**config.mk**
```make
export PLATFORM = sky130hd
export DESIGN_NAME = lpmcs_top
export DESIGN_NICKNAME = d
export VERILOG_FILES = /design/src/lpmcs_pkg.sv /design/src/lpmcs_top.sv
export SDC_FILE = /design/constraint.sdc
export NUM_CORES = 1
export LEC_CHECK = 0
export ABC_AREA = 1
export BUFFER_PORTS_ARGS = -buffer_cell sky130_fd_sc_hd__buf_2
export CELL_PAD_IN_SITES_DETAIL_PLACEMENT = 0
export CELL_PAD_IN_SITES_GLOBAL_PLACEMENT = 1
export CORE_AREA = 5 5 120 122
export DETAILED_ROUTE_END_ITERATION = 10
export DIE_AREA = 0 0 125 127
export MAX_ROUTING_LAYER = met4
export PLACE_DENSITY_LB_ADDON = 0.05
export REMOVE_ABC_BUFFERS = 1
export SETUP_SLACK_MARGIN = 0.1
export SYNTH_ARGS = -nofsm -noshare
export SYNTH_HDL_FRONTEND = slang
export SYNTH_SLANG_ARGS = --single-unit
```
**constraint.sdc**
```tcl
create_clock -name core_clk -period 1.8 [get_ports core_clk]
set_clock_uncertainty 0.05 [all_clocks]
set_input_delay 0.09 -clock core_clk [delete_from_list [all_inputs] [get_ports core_clk]]
set_output_delay 0.09 -clock core_clk [all_outputs]
set_load 0.005 [all_outputs]
```
**src/lpmcs_pkg.sv**
```systemverilog
// constants shared by the low-power mode sequencer and its bench
package lpmcs_pkg;
  // register indices, byte address is four times the index
  localparam logic [11:0] LPMCS_IDX_MISC   = 12'h00c;
  localparam logic [11:0] LPMCS_IDX_LPFLAG = 12'h020;
  localparam logic [11:0] LPMCS_IDX_RAMV   = 12'h021;
  localparam logic [11:0] LPMCS_IDX_CSEL1  = 12'h029;
  localparam logic [11:0] LPMCS_IDX_CSEL2  = 12'h02a;
  localparam logic [11:0] LPMCS_IDX_MODE   = 12'h03f;
  localparam int          LPMCS_ADDR_W     = 12;

  // field positions
  localparam int LPMCS_LOW_SPEED_BIT   = 0;
  localparam int LPMCS_DIRECT_BIT      = 3;
  localparam int LPMCS_RAM_VALID_BIT   = 3;
  localparam int LPMCS_SUBDIV_BIT      = 2;
  localparam int LPMCS_SUBOSC_STOP_BIT = 3;
  localparam int LPMCS_FRAME_SEL_LSB   = 0;

  // values after reset
  localparam logic [3:0] LPMCS_MISC_RST   = 4'h0;
  localparam logic [3:0] LPMCS_LPFLAG_RST = 4'h0;
  localparam logic [3:0] LPMCS_RAMV_RST   = 4'h0;
  localparam logic [3:0] LPMCS_CSEL1_RST  = 4'h0;
  localparam logic [3:0] LPMCS_CSEL2_RST  = 4'h0;

  // system clock division codes (1/4, 1/8, 1/16, 1/32)
  localparam logic [1:0] LPMCS_DIV4  = 2'h0;
  localparam logic [1:0] LPMCS_DIV32 = 2'h3;

  // subsystem clock divide counts of the 32 kHz ticks
  localparam logic [2:0] LPMCS_SUBDIV8_LAST = 3'h7;
  localparam logic [2:0] LPMCS_SUBDIV4_LAST = 3'h3;

  // oscillator settling time and its count of core clocks
  localparam int LPMCS_CLK_PERIOD_NS = 5;
  localparam int LPMCS_OSC_SETTLE_NS = 1000000;
  localparam int LPMCS_OSC_SETTLE_CYC =
    (LPMCS_OSC_SETTLE_NS + LPMCS_CLK_PERIOD_NS - 1) / LPMCS_CLK_PERIOD_NS;

  // operating modes, one-hot
  typedef enum logic [5:0] {
    LPMCS_ACTIVE  = 6'h01,
    LPMCS_STANDBY = 6'h02,
    LPMCS_SUBACT  = 6'h04,
    LPMCS_WATCH   = 6'h08,
    LPMCS_STOP    = 6'h10,
    LPMCS_WAKE    = 6'h20
  } lpmcs_mode_e;
endpackage

```
**src/lpmcs_top.sv**
```systemverilog
// low-power mode sequencer and clock selection with an apb register port
`timescale 1ns/10ps
// Summary of operation
// - subactive stops main oscillator, runs on subclock, tone generator off.
// - subactive instruction cycle is 244 or 122 us by subclock divide bit.
// - subsystem clock is 32 kHz over 8 when bit clear, over 4 when set.
// - stop or standby in subactive goes to watch or active by the flags.
// - subclock drives frame prescaler; frame length picked by misc register.
// - timer and ext_irq0_n requests wait for the frame strobe only in watch and subactive.
// - ext_irq0_n falling edge counts at the second strobe after it.
// - direct transfer: clear low speed, set direct, sleep, then active alone.
// - direct flag settable only in subactive, forced clear in active.
// - direct transition takes over one settle time, under frame plus settle.
// - stop cancel returns to active and restarts at address zero.
// - ram valid reads 0 after reset exit, 1 after stop cancel exit.
// - reset ends every mode; stop cancel only acts in stop mode.
// - reset acts regardless of the current mode.
// - sleep with interrupts off and a pending unmasked flag is a no-op.
// - subclock oscillator stop bit halts it in stop mode only when set.
// - two-bit field selects system division 1/4, 1/8, 1/16 or 1/32.
// - division takes effect after watch mode; frequency bits at once.
// - after reset or stop exit division is 1/4 on pin high, 1/32 low.
// - watch exit by request goes active if low speed clear, else subactive.
module lpmcs_top
  import lpmcs_pkg::*;
#(
  parameter int unsigned SETTLE_CYC   = LPMCS_OSC_SETTLE_CYC,
  parameter int unsigned FRAME0_TICKS = 8,
  parameter int unsigned FRAME1_TICKS = 16,
  parameter int unsigned FRAME2_TICKS = 64
) (
  input  wire logic              core_clk,
  input  wire logic              srst,
  input  wire logic              psel,
  input  wire logic              penable,
  input  wire logic              pwrite,
  input  wire logic [13:0]       paddr,
  input  wire logic [31:0]       pwdata,
  output logic      [31:0]       prdata,
  output logic                   pready,
  output logic                   pslverr,
  input  wire logic              stop_instr,
  input  wire logic              standby_instr,
  input  wire logic              tma_watch_sel,
  input  wire logic              irq_enable_flag,
  input  wire logic              irq_pending,
  input  wire logic              stop_cancel_n,
  input  wire logic              ext_irq0_n,
  input  wire logic              tmr_a_ovf,
  input  wire logic              sub_osc_tick,
  input  wire logic              div_sel_pin,
  output logic      [5:0]        mode,
  output logic                   main_osc_on,
  output logic                   sub_osc_on,
  output logic                   tone_gen_on,
  output logic                   cpu_clk_on,
  output logic                   cpu_restart,
  output logic                   instr_nop,
  output logic                   sub_clk_en,
  output logic                   frame_strobe,
  output logic                   tma_irq_req,
  output logic                   ext_irq0_n_irq_req,
  output logic      [1:0]        sysdiv_eff,
  output logic      [3:0]        sysfreq_code
);

  localparam int CNT_W = $clog2(SETTLE_CYC + 1) + 1;
  localparam int FRM_W = $clog2(FRAME2_TICKS + FRAME1_TICKS + FRAME0_TICKS + 1);

  // all state of the block
  typedef struct packed {
    lpmcs_mode_e      mode;
    logic [3:0]       misc;
    logic [3:0]       lpflag;
    logic [3:0]       ramv;
    logic [3:0]       csel1;
    logic [3:0]       csel2;
    logic [1:0]       sysdiv;
    logic             strap_load;
    logic [CNT_W-1:0] settle_cnt;
    logic             wake_sync;
    logic             wake_restart;
    logic [FRM_W-1:0] frame_cnt;
    logic [2:0]       sub_cnt;
    logic             strobe;
    logic             sub_en;
    logic             tma_pend;
    logic             ext_irq0_n_s1;
    logic             ext_irq0_n_s2;
    logic             ext_irq0_n_prev;
    logic             tma_req;
    logic             ext_irq0_n_req;
    logic             restart;
    logic             nop;
    logic             main_on;
    logic             sub_on;
    logic             tone_on;
    logic             cpu_on;
    logic [31:0]      rdata;
    logic             ready;
  } lpmcs_state_s;

  lpmcs_state_s st_ff;
  lpmcs_state_s nxt_st;

  logic [11:0]      reg_idx;
  logic             acc_done;
  logic             sleep_req;
  logic             wake_req;
  logic [FRM_W-1:0] frame_last;

  // register index from the word address; the two low address bits are ignored
  assign reg_idx  = paddr[13:2];
  assign acc_done = psel & penable & st_ff.ready;
  assign sleep_req = stop_instr | standby_instr;

  // frame length from misc register, code 3 falls back to the longest frame
  always_comb begin
    case (st_ff.misc[LPMCS_FRAME_SEL_LSB +: 2])
      2'h0:    frame_last = FRM_W'(FRAME0_TICKS - 1);
      2'h1:    frame_last = FRM_W'(FRAME1_TICKS - 1);
      default: frame_last = FRM_W'(FRAME2_TICKS - 1);
    endcase
  end

  // next-state logic
  always_comb begin
    nxt_st          = st_ff;
    nxt_st.restart  = 1'b0;
    nxt_st.nop      = 1'b0;
    nxt_st.strobe   = 1'b0;
    nxt_st.sub_en   = 1'b0;
    nxt_st.tma_req  = 1'b0;
    nxt_st.ext_irq0_n_req = 1'b0;
    wake_req        = 1'b0;

    // apb slave: one wait cycle, then ready for one cycle
    nxt_st.ready = psel & penable & ~st_ff.ready;
    if (psel & penable & ~st_ff.ready) begin
      case (reg_idx)
        LPMCS_IDX_MISC:   nxt_st.rdata = {28'h0, st_ff.misc};
        LPMCS_IDX_LPFLAG: nxt_st.rdata = {28'h0, st_ff.lpflag};
        LPMCS_IDX_RAMV:   nxt_st.rdata = {28'h0, st_ff.ramv};
        LPMCS_IDX_CSEL2:  nxt_st.rdata = {28'h0, st_ff.csel2};
        LPMCS_IDX_MODE:   nxt_st.rdata = {26'h0, st_ff.mode};
        default:          nxt_st.rdata = 32'h0; // write-only and unmapped read zero
      endcase
    end
    if (acc_done & pwrite) begin
      case (reg_idx)
        LPMCS_IDX_MISC:   nxt_st.misc = pwdata[3:0];
        LPMCS_IDX_LPFLAG: begin
          nxt_st.lpflag = pwdata[3:0];
          if (st_ff.mode != LPMCS_SUBACT) begin
            nxt_st.lpflag[LPMCS_DIRECT_BIT] = 1'b0;
          end
        end
        LPMCS_IDX_RAMV:   nxt_st.ramv = pwdata[3:0];
        LPMCS_IDX_CSEL1:  nxt_st.csel1 = pwdata[3:0];
        LPMCS_IDX_CSEL2:  nxt_st.csel2 = pwdata[3:0];
        default:          nxt_st.misc = st_ff.misc;
      endcase
    end

    // subsystem clock enable, divide ratio applies at once
    if (st_ff.mode != LPMCS_STOP && sub_osc_tick) begin
      if (st_ff.sub_cnt >= (st_ff.csel1[LPMCS_SUBDIV_BIT] ? LPMCS_SUBDIV4_LAST
                                                          : LPMCS_SUBDIV8_LAST)) begin
        nxt_st.sub_cnt = 3'h0;
        nxt_st.sub_en  = 1'b1;
      end else begin
        nxt_st.sub_cnt = st_ff.sub_cnt + 3'h1;
      end
    end

    // frame time base on the subclock; held in reset while in stop mode
    if (st_ff.mode == LPMCS_STOP) begin
      nxt_st.frame_cnt = '0;
      nxt_st.sub_cnt   = 3'h0;
    end else if (sub_osc_tick) begin
      if (st_ff.frame_cnt >= frame_last) begin
        nxt_st.frame_cnt = '0;
        nxt_st.strobe    = 1'b1;
      end else begin
        nxt_st.frame_cnt = st_ff.frame_cnt + FRM_W'(1);
      end
    end

    // timer a and ext_irq0_n requests: strobe-aligned in watch and subactive
    if (st_ff.mode == LPMCS_WATCH || st_ff.mode == LPMCS_SUBACT) begin
      if (tmr_a_ovf) begin
        nxt_st.tma_pend = 1'b1;
      end
      if (st_ff.strobe) begin
        // sampling once per frame is why short pulses on ext_irq0_n are missed
        nxt_st.ext_irq0_n_s1  = ext_irq0_n;
        nxt_st.ext_irq0_n_s2  = st_ff.ext_irq0_n_s1;
        nxt_st.ext_irq0_n_req = st_ff.ext_irq0_n_s2 & ~st_ff.ext_irq0_n_s1;
        nxt_st.tma_req  = st_ff.tma_pend | tmr_a_ovf;
        nxt_st.tma_pend = 1'b0;
      end
      nxt_st.ext_irq0_n_prev = ext_irq0_n;
    end else begin
      // other modes pass requests straight through, waking included
      nxt_st.tma_req   = tmr_a_ovf | st_ff.tma_pend;
      nxt_st.tma_pend  = 1'b0;
      nxt_st.ext_irq0_n_req  = st_ff.ext_irq0_n_prev & ~ext_irq0_n;
      nxt_st.ext_irq0_n_prev = ext_irq0_n;
      nxt_st.ext_irq0_n_s1   = ext_irq0_n;
      nxt_st.ext_irq0_n_s2   = ext_irq0_n;
    end
    wake_req = st_ff.tma_req | st_ff.ext_irq0_n_req;

    // mode sequencer
    case (st_ff.mode)
      LPMCS_ACTIVE: begin
        nxt_st.lpflag[LPMCS_DIRECT_BIT] = 1'b0;
        if (sleep_req & ~irq_enable_flag & irq_pending) begin
          nxt_st.nop = 1'b1;
        end else if (standby_instr) begin
          nxt_st.mode = LPMCS_STANDBY;
        end else if (stop_instr) begin
          nxt_st.mode = tma_watch_sel ? LPMCS_WATCH : LPMCS_STOP;
        end
      end
      LPMCS_STANDBY: begin
        if (irq_pending) begin
          nxt_st.mode = LPMCS_ACTIVE;
        end
      end
      LPMCS_SUBACT: begin
        if (sleep_req & ~irq_enable_flag & irq_pending) begin
          nxt_st.nop = 1'b1;
        end else if (sleep_req) begin
          if (~st_ff.lpflag[LPMCS_LOW_SPEED_BIT] & st_ff.lpflag[LPMCS_DIRECT_BIT]) begin
            // direct path passes through watch internally, so division updates
            nxt_st.mode       = LPMCS_WAKE;
            nxt_st.wake_sync  = 1'b1;
            nxt_st.settle_cnt = '0;
            nxt_st.sysdiv     = st_ff.csel2[1:0];
          end else begin
            nxt_st.mode = LPMCS_WATCH;
          end
        end
      end
      LPMCS_WATCH: begin
        if (wake_req) begin
          nxt_st.sysdiv = st_ff.csel2[1:0];
          if (st_ff.lpflag[LPMCS_LOW_SPEED_BIT]) begin
            nxt_st.mode = LPMCS_SUBACT;
          end else begin
            nxt_st.mode       = LPMCS_WAKE;
            nxt_st.wake_sync  = 1'b0;
            nxt_st.settle_cnt = '0;
          end
        end
      end
      LPMCS_STOP: begin
        // stop cancel is only looked at here, every other mode ignores it
        if (~stop_cancel_n) begin
          nxt_st.mode         = LPMCS_WAKE;
          nxt_st.wake_sync    = 1'b0;
          nxt_st.wake_restart = 1'b1;
          nxt_st.settle_cnt   = '0;
          nxt_st.strap_load   = 1'b1;
        end
      end
      LPMCS_WAKE: begin
        // internal processing ends at the next strobe, then the oscillator settles
        if (st_ff.wake_sync) begin
          if (st_ff.strobe) begin
            nxt_st.wake_sync = 1'b0;
          end
        end else if (st_ff.settle_cnt >= CNT_W'(SETTLE_CYC)) begin
          nxt_st.mode         = LPMCS_ACTIVE;
          nxt_st.restart      = st_ff.wake_restart;
          nxt_st.wake_restart = 1'b0;
          if (st_ff.wake_restart) begin
            nxt_st.ramv[LPMCS_RAM_VALID_BIT] = 1'b1;
          end
        end else begin
          nxt_st.settle_cnt = st_ff.settle_cnt + CNT_W'(1);
        end
      end
      default: nxt_st.mode = LPMCS_ACTIVE;
    endcase

    // division strap taken one cycle after reset or at stop exit
    if (st_ff.strap_load) begin
      nxt_st.sysdiv     = div_sel_pin ? LPMCS_DIV4 : LPMCS_DIV32;
      nxt_st.strap_load = 1'b0;
    end

    // oscillator and clock gating follow the next mode
    nxt_st.main_on = (nxt_st.mode == LPMCS_ACTIVE) | (nxt_st.mode == LPMCS_STANDBY)
                   | (nxt_st.mode == LPMCS_WAKE);
    nxt_st.sub_on  = ~((nxt_st.mode == LPMCS_STOP)
                   & st_ff.csel1[LPMCS_SUBOSC_STOP_BIT]);
    nxt_st.tone_on = (nxt_st.mode == LPMCS_ACTIVE) | (nxt_st.mode == LPMCS_STANDBY);
    nxt_st.cpu_on  = (nxt_st.mode == LPMCS_ACTIVE) | (nxt_st.mode == LPMCS_SUBACT);
  end

  // state register; reset wins over any mode, strap sampled after release
  always_ff @(posedge core_clk) begin
    if (srst) begin
      st_ff              <= '0;
      st_ff.mode         <= LPMCS_ACTIVE;
      st_ff.misc         <= LPMCS_MISC_RST;
      st_ff.lpflag       <= LPMCS_LPFLAG_RST;
      st_ff.ramv         <= LPMCS_RAMV_RST;
      st_ff.csel1        <= LPMCS_CSEL1_RST;
      st_ff.csel2        <= LPMCS_CSEL2_RST;
      st_ff.sysdiv       <= LPMCS_DIV32;
      st_ff.strap_load   <= 1'b1;
      st_ff.ext_irq0_n_s1      <= 1'b1;
      st_ff.ext_irq0_n_s2      <= 1'b1;
      st_ff.ext_irq0_n_prev    <= 1'b1;
      st_ff.main_on      <= 1'b1;
      st_ff.sub_on       <= 1'b1;
      st_ff.tone_on      <= 1'b1;
      st_ff.cpu_on       <= 1'b1;
    end else begin
      st_ff <= nxt_st;
    end
  end

  // every output but pslverr straight from the state register
  assign prdata       = st_ff.rdata;
  assign pready       = st_ff.ready;
  assign pslverr      = 1'b0;
  assign mode         = st_ff.mode;
  assign main_osc_on  = st_ff.main_on;
  assign sub_osc_on   = st_ff.sub_on;
  assign tone_gen_on  = st_ff.tone_on;
  assign cpu_clk_on   = st_ff.cpu_on;
  assign cpu_restart  = st_ff.restart;
  assign instr_nop    = st_ff.nop;
  assign sub_clk_en   = st_ff.sub_en;
  assign frame_strobe = st_ff.strobe;
  assign tma_irq_req  = st_ff.tma_req;
  assign ext_irq0_n_irq_req = st_ff.ext_irq0_n_req;
  assign sysdiv_eff   = st_ff.sysdiv;
  assign sysfreq_code = {st_ff.csel2[3:2], st_ff.csel1[1:0]};

endmodule

```
==> impl_metrics.ini <==
[status]
status = finished, final reports clean

[die]
start_util_pct = 36.46
dieArea_um2 = 15880
die_w_um = 125
io_pins = 117
die_height_um = 127
row_count = 42
core_area_um2 = 13090

[clock_network]
clk_latency_ns = 0.34
htreeDepth = 3
cts.path.max_buffers = 2
cts_root_buf = clkbuf_16
clock-sinks = 81
cts.clk_slew.worst_paths_ns = 0.06
cts_tree = yes
cts_buffers = 9

[yosys]
synthSimpleGateAreaFrac_pct = 33.28
syn_inst = 716
ys.warnings.count = 0
synth_compound_area_share_pct = 12.27
synth_seq_cells = 81
yosys.area.top_type_share_pct = 33.99
synth.area.top_cells = dfxtp_1, nand2_1, nor2_1, buf_4, nand3_1
synth_top_family_by_area = simple AND/OR/NAND/NOR gates
syn_avg_cell_area_um2 = 6.663
synth_seq_area_share_pct = 33.99
netlist_area_um2 = 4771
synth_xor_area_share_pct = 2.570
yosysTopAreaCell = dfxtp_1
synth_fa_ha_area_share_pct = 2.098
synth.distinct_cells = 39
synthMuxAreaShare_pct = 0

[route]
vias_per_cell = 4.665
routed_wl_um = 13740
antenna_left = 0
first_iter_violations = 207
wl_per_cell_um = 13.87
drc = 0
dr.pass1.iters = 4
vias = 4623

[hold_path]
hp-start = pwdata[1]
min_path_cells = 3
min_to = st_ff[90]$_SDFFE_PP0P_
hold_path.class = in2reg

[global_route]
met2_usage_pct = 30.21
grt_pass1_wl_um = 21870
grt_use_met1_pct = 21.54
antenna_found_initial = 0
grt.busiest_layer = met2
grt_pass1_vias = 4402
grtUsageTotal_pct = 17.55
grt_max_degree = 34
met3_usage_pct = 2.254
grt-ovfl-total = 0

[worst_setup_path]
arrival_ns = 1.92
critPathMaxStageDelay_ns = 0.37
critical_path.startpoint = mode[4]$_SDFF_PP0_
r2r_end = st_ff[61]$_SDFFE_PP0P_
reg2reg_depth = 11
crit_type = reg2reg
cp.required_ns = 1.97
start_kind = flop
cp-end-kind = flop
worst_path_max_delay_cell = dfxtp_4
regToRegStartpoint = mode[4]$_SDFF_PP0_
regToRegSetupSlack_ns = 0.05
path_cells = nor2_4, nand2_2, inv_2, o21ai_4, nand2_2, nand3_2, nor2_4, nand2_4, buf_12, nand2_1, a21oi_1
critPathMaxFanout = 11

[final_layout]
layout_common_cells = nand2_1, nor2_1, inv_1
syn2layout_area_growth_pct = 23.97
antenna_cells = 0
fin_nets = 879
fin_area_um2 = 5914
layout-drive-gt1-share_pct = 23.31
final_common_cell = nand2_1
finalNonFillerCells = 991

[placement]
dpl_cell_area_um2 = 5319
pre_cts_slack_ns = -0.009478
place_congestion = 0.8319
dp_hpwl_um = 10520
dpl.cell_count = 963
port_buffers = 59

[pwr]
leakage_nw = 2.552
p_clk_share_pct = 44.0
combPwrFrac_pct = 13.2
p_int_mw = 3.302
seqPwrFrac_pct = 42.8
pwr_density_cell_nw_per_um2 = 746.1
swShare_pct = 25.16
irDropWorstVdd_uv = 384.3
p_sw_mw = 1.110

[timing]
slew_viol_final = 0
finalHoldViolCount = 0
layout_worst_path_cycle_share_pct = 97.06
fmax_mhz = 572.4
finalSetupViolations = 0
grt_setup_unrepaired = yes
layout_min_cycle_time_ns = 1.747
fin_ws_ns = 0.05290

[flow_run]
cap_violations = 0
timing repair:
action | in CTS | in global routing
setup buffers | 0 | 5
resized for setup | 12 | 36
pin swaps | 0 | 10
setup endpoints to repair | 28 | 38
hold endpoints to repair | 8 | 0
hold buffers | 6 | 0
cloned | 0 | 1
layer usage:
| metal | part of all wire [%] | up-vias |
|---|---|---|
| li1 | - | 2419 |
| met1 | 46 | 2114 |
| met2 | 50 | 76 |
| met3 | 2.9 | 14 |
| met4 | 1.4 | 0 |
| met5 | 0 | - |
power by group through the flow:
stage	registers, mW	logic [mW]	clock network, mW
2_1_floorplan	1.94	0.267	0
3_3_place_gp	1.93	0.532	0
3_5_place_dp	1.93	0.535	0
4_1_cts	1.89	0.551	1.99
5_1_grt	1.90	0.652	2.08
6_report	1.89	0.582	1.94
kinds of logic (layout without fill, tap and decap cells):
logic type	Yosys count	after routing
other	1	27
AOI/OAI and AO/OA	105	105
xor gates and xnor gates	14	14
buffers and inverters	149	222
and+or+nand+nor	358	358
DFF	81	81
adders and majority gates	8	8
cell type report:
class                           count  area [um^2]
Clock buffer                       13        240.2
Clock inverter                      3        65.06
Fill cell                        1426         7171
Inverter                           91        341.6
Multi-Input combinational cell    512         2616
Sequential cell                    81         1638
Tap cell                          176        220.2
Timing Repair Buffer              115        793.3
cells in the mapped netlist, drive strengths merged:
library cell	n
dfxtp	81
buf	50
nor4	2
nor3b	2
conb	1
a21o	1
or2	2
o22ai	4
and2	3
nand3	71
o211ai	2
xor2	9
a211oi	7
nand2	142
nor2	112
clkbuf	8
xnor2	5
o21ai	43
nor3	15
ha	8
a22oi	1
o21bai	1
a31oi	2
nand4	8
nand3b	1
a21oi	44
inv	91
per-stage QoR:
stage               total power, mW  hold slack [ns]  util, %  setup TNS (ns)
floorplan                     2.205           0.1024        -       -0.003859
global placement              2.461           0.2645    40.65        -0.03121
detailed placement            2.467           0.2762    40.65        -0.01188
CTS                           4.437         0.002587    43.65               0
global route                  4.633          0.01276    45.20         -0.1661
finish                        4.413          0.01439    45.20               0
state kept, by name, indices dropped and copies added (netlist names):
register	flops
cpu_clk_on	1
cpu_restart	1
ext_irq0_n_irq_req	1
frame_strobe	1
instr_nop	1
main_osc_on	1
mode	6
prdata	6
pready	1
st_ff	52
sub_clk_en	1
sub_osc_on	1
sysdiv_eff	2
sysfreq_code	4
tma_irq_req	1
tone_gen_on	1
critical path: cells and delay by family, from the launching register on:
kind	cells	cell delay, ns
and+or+nand+nor	7	0.81
DFF	1	0.37
buffers and inverters	2	0.26
AOI/OAI and AO/OA	2	0.14
worst max-delay path by stage:
stage	cells past startpoint	endpoint
after global routing	11	st_ff[67]$_SDFFE_PP0P_
after floorplan	8	st_ff[59]$_SDFFE_PP0P_
after detailed placement	10	main_osc_on$_SDFF_PP1_
after CTS	8	st_ff[50]$_SDFFE_PP0P_
final	11	st_ff[61]$_SDFFE_PP0P_
after global placement	10	main_osc_on$_SDFF_PP1_
(Power assumes the default switching activity.)
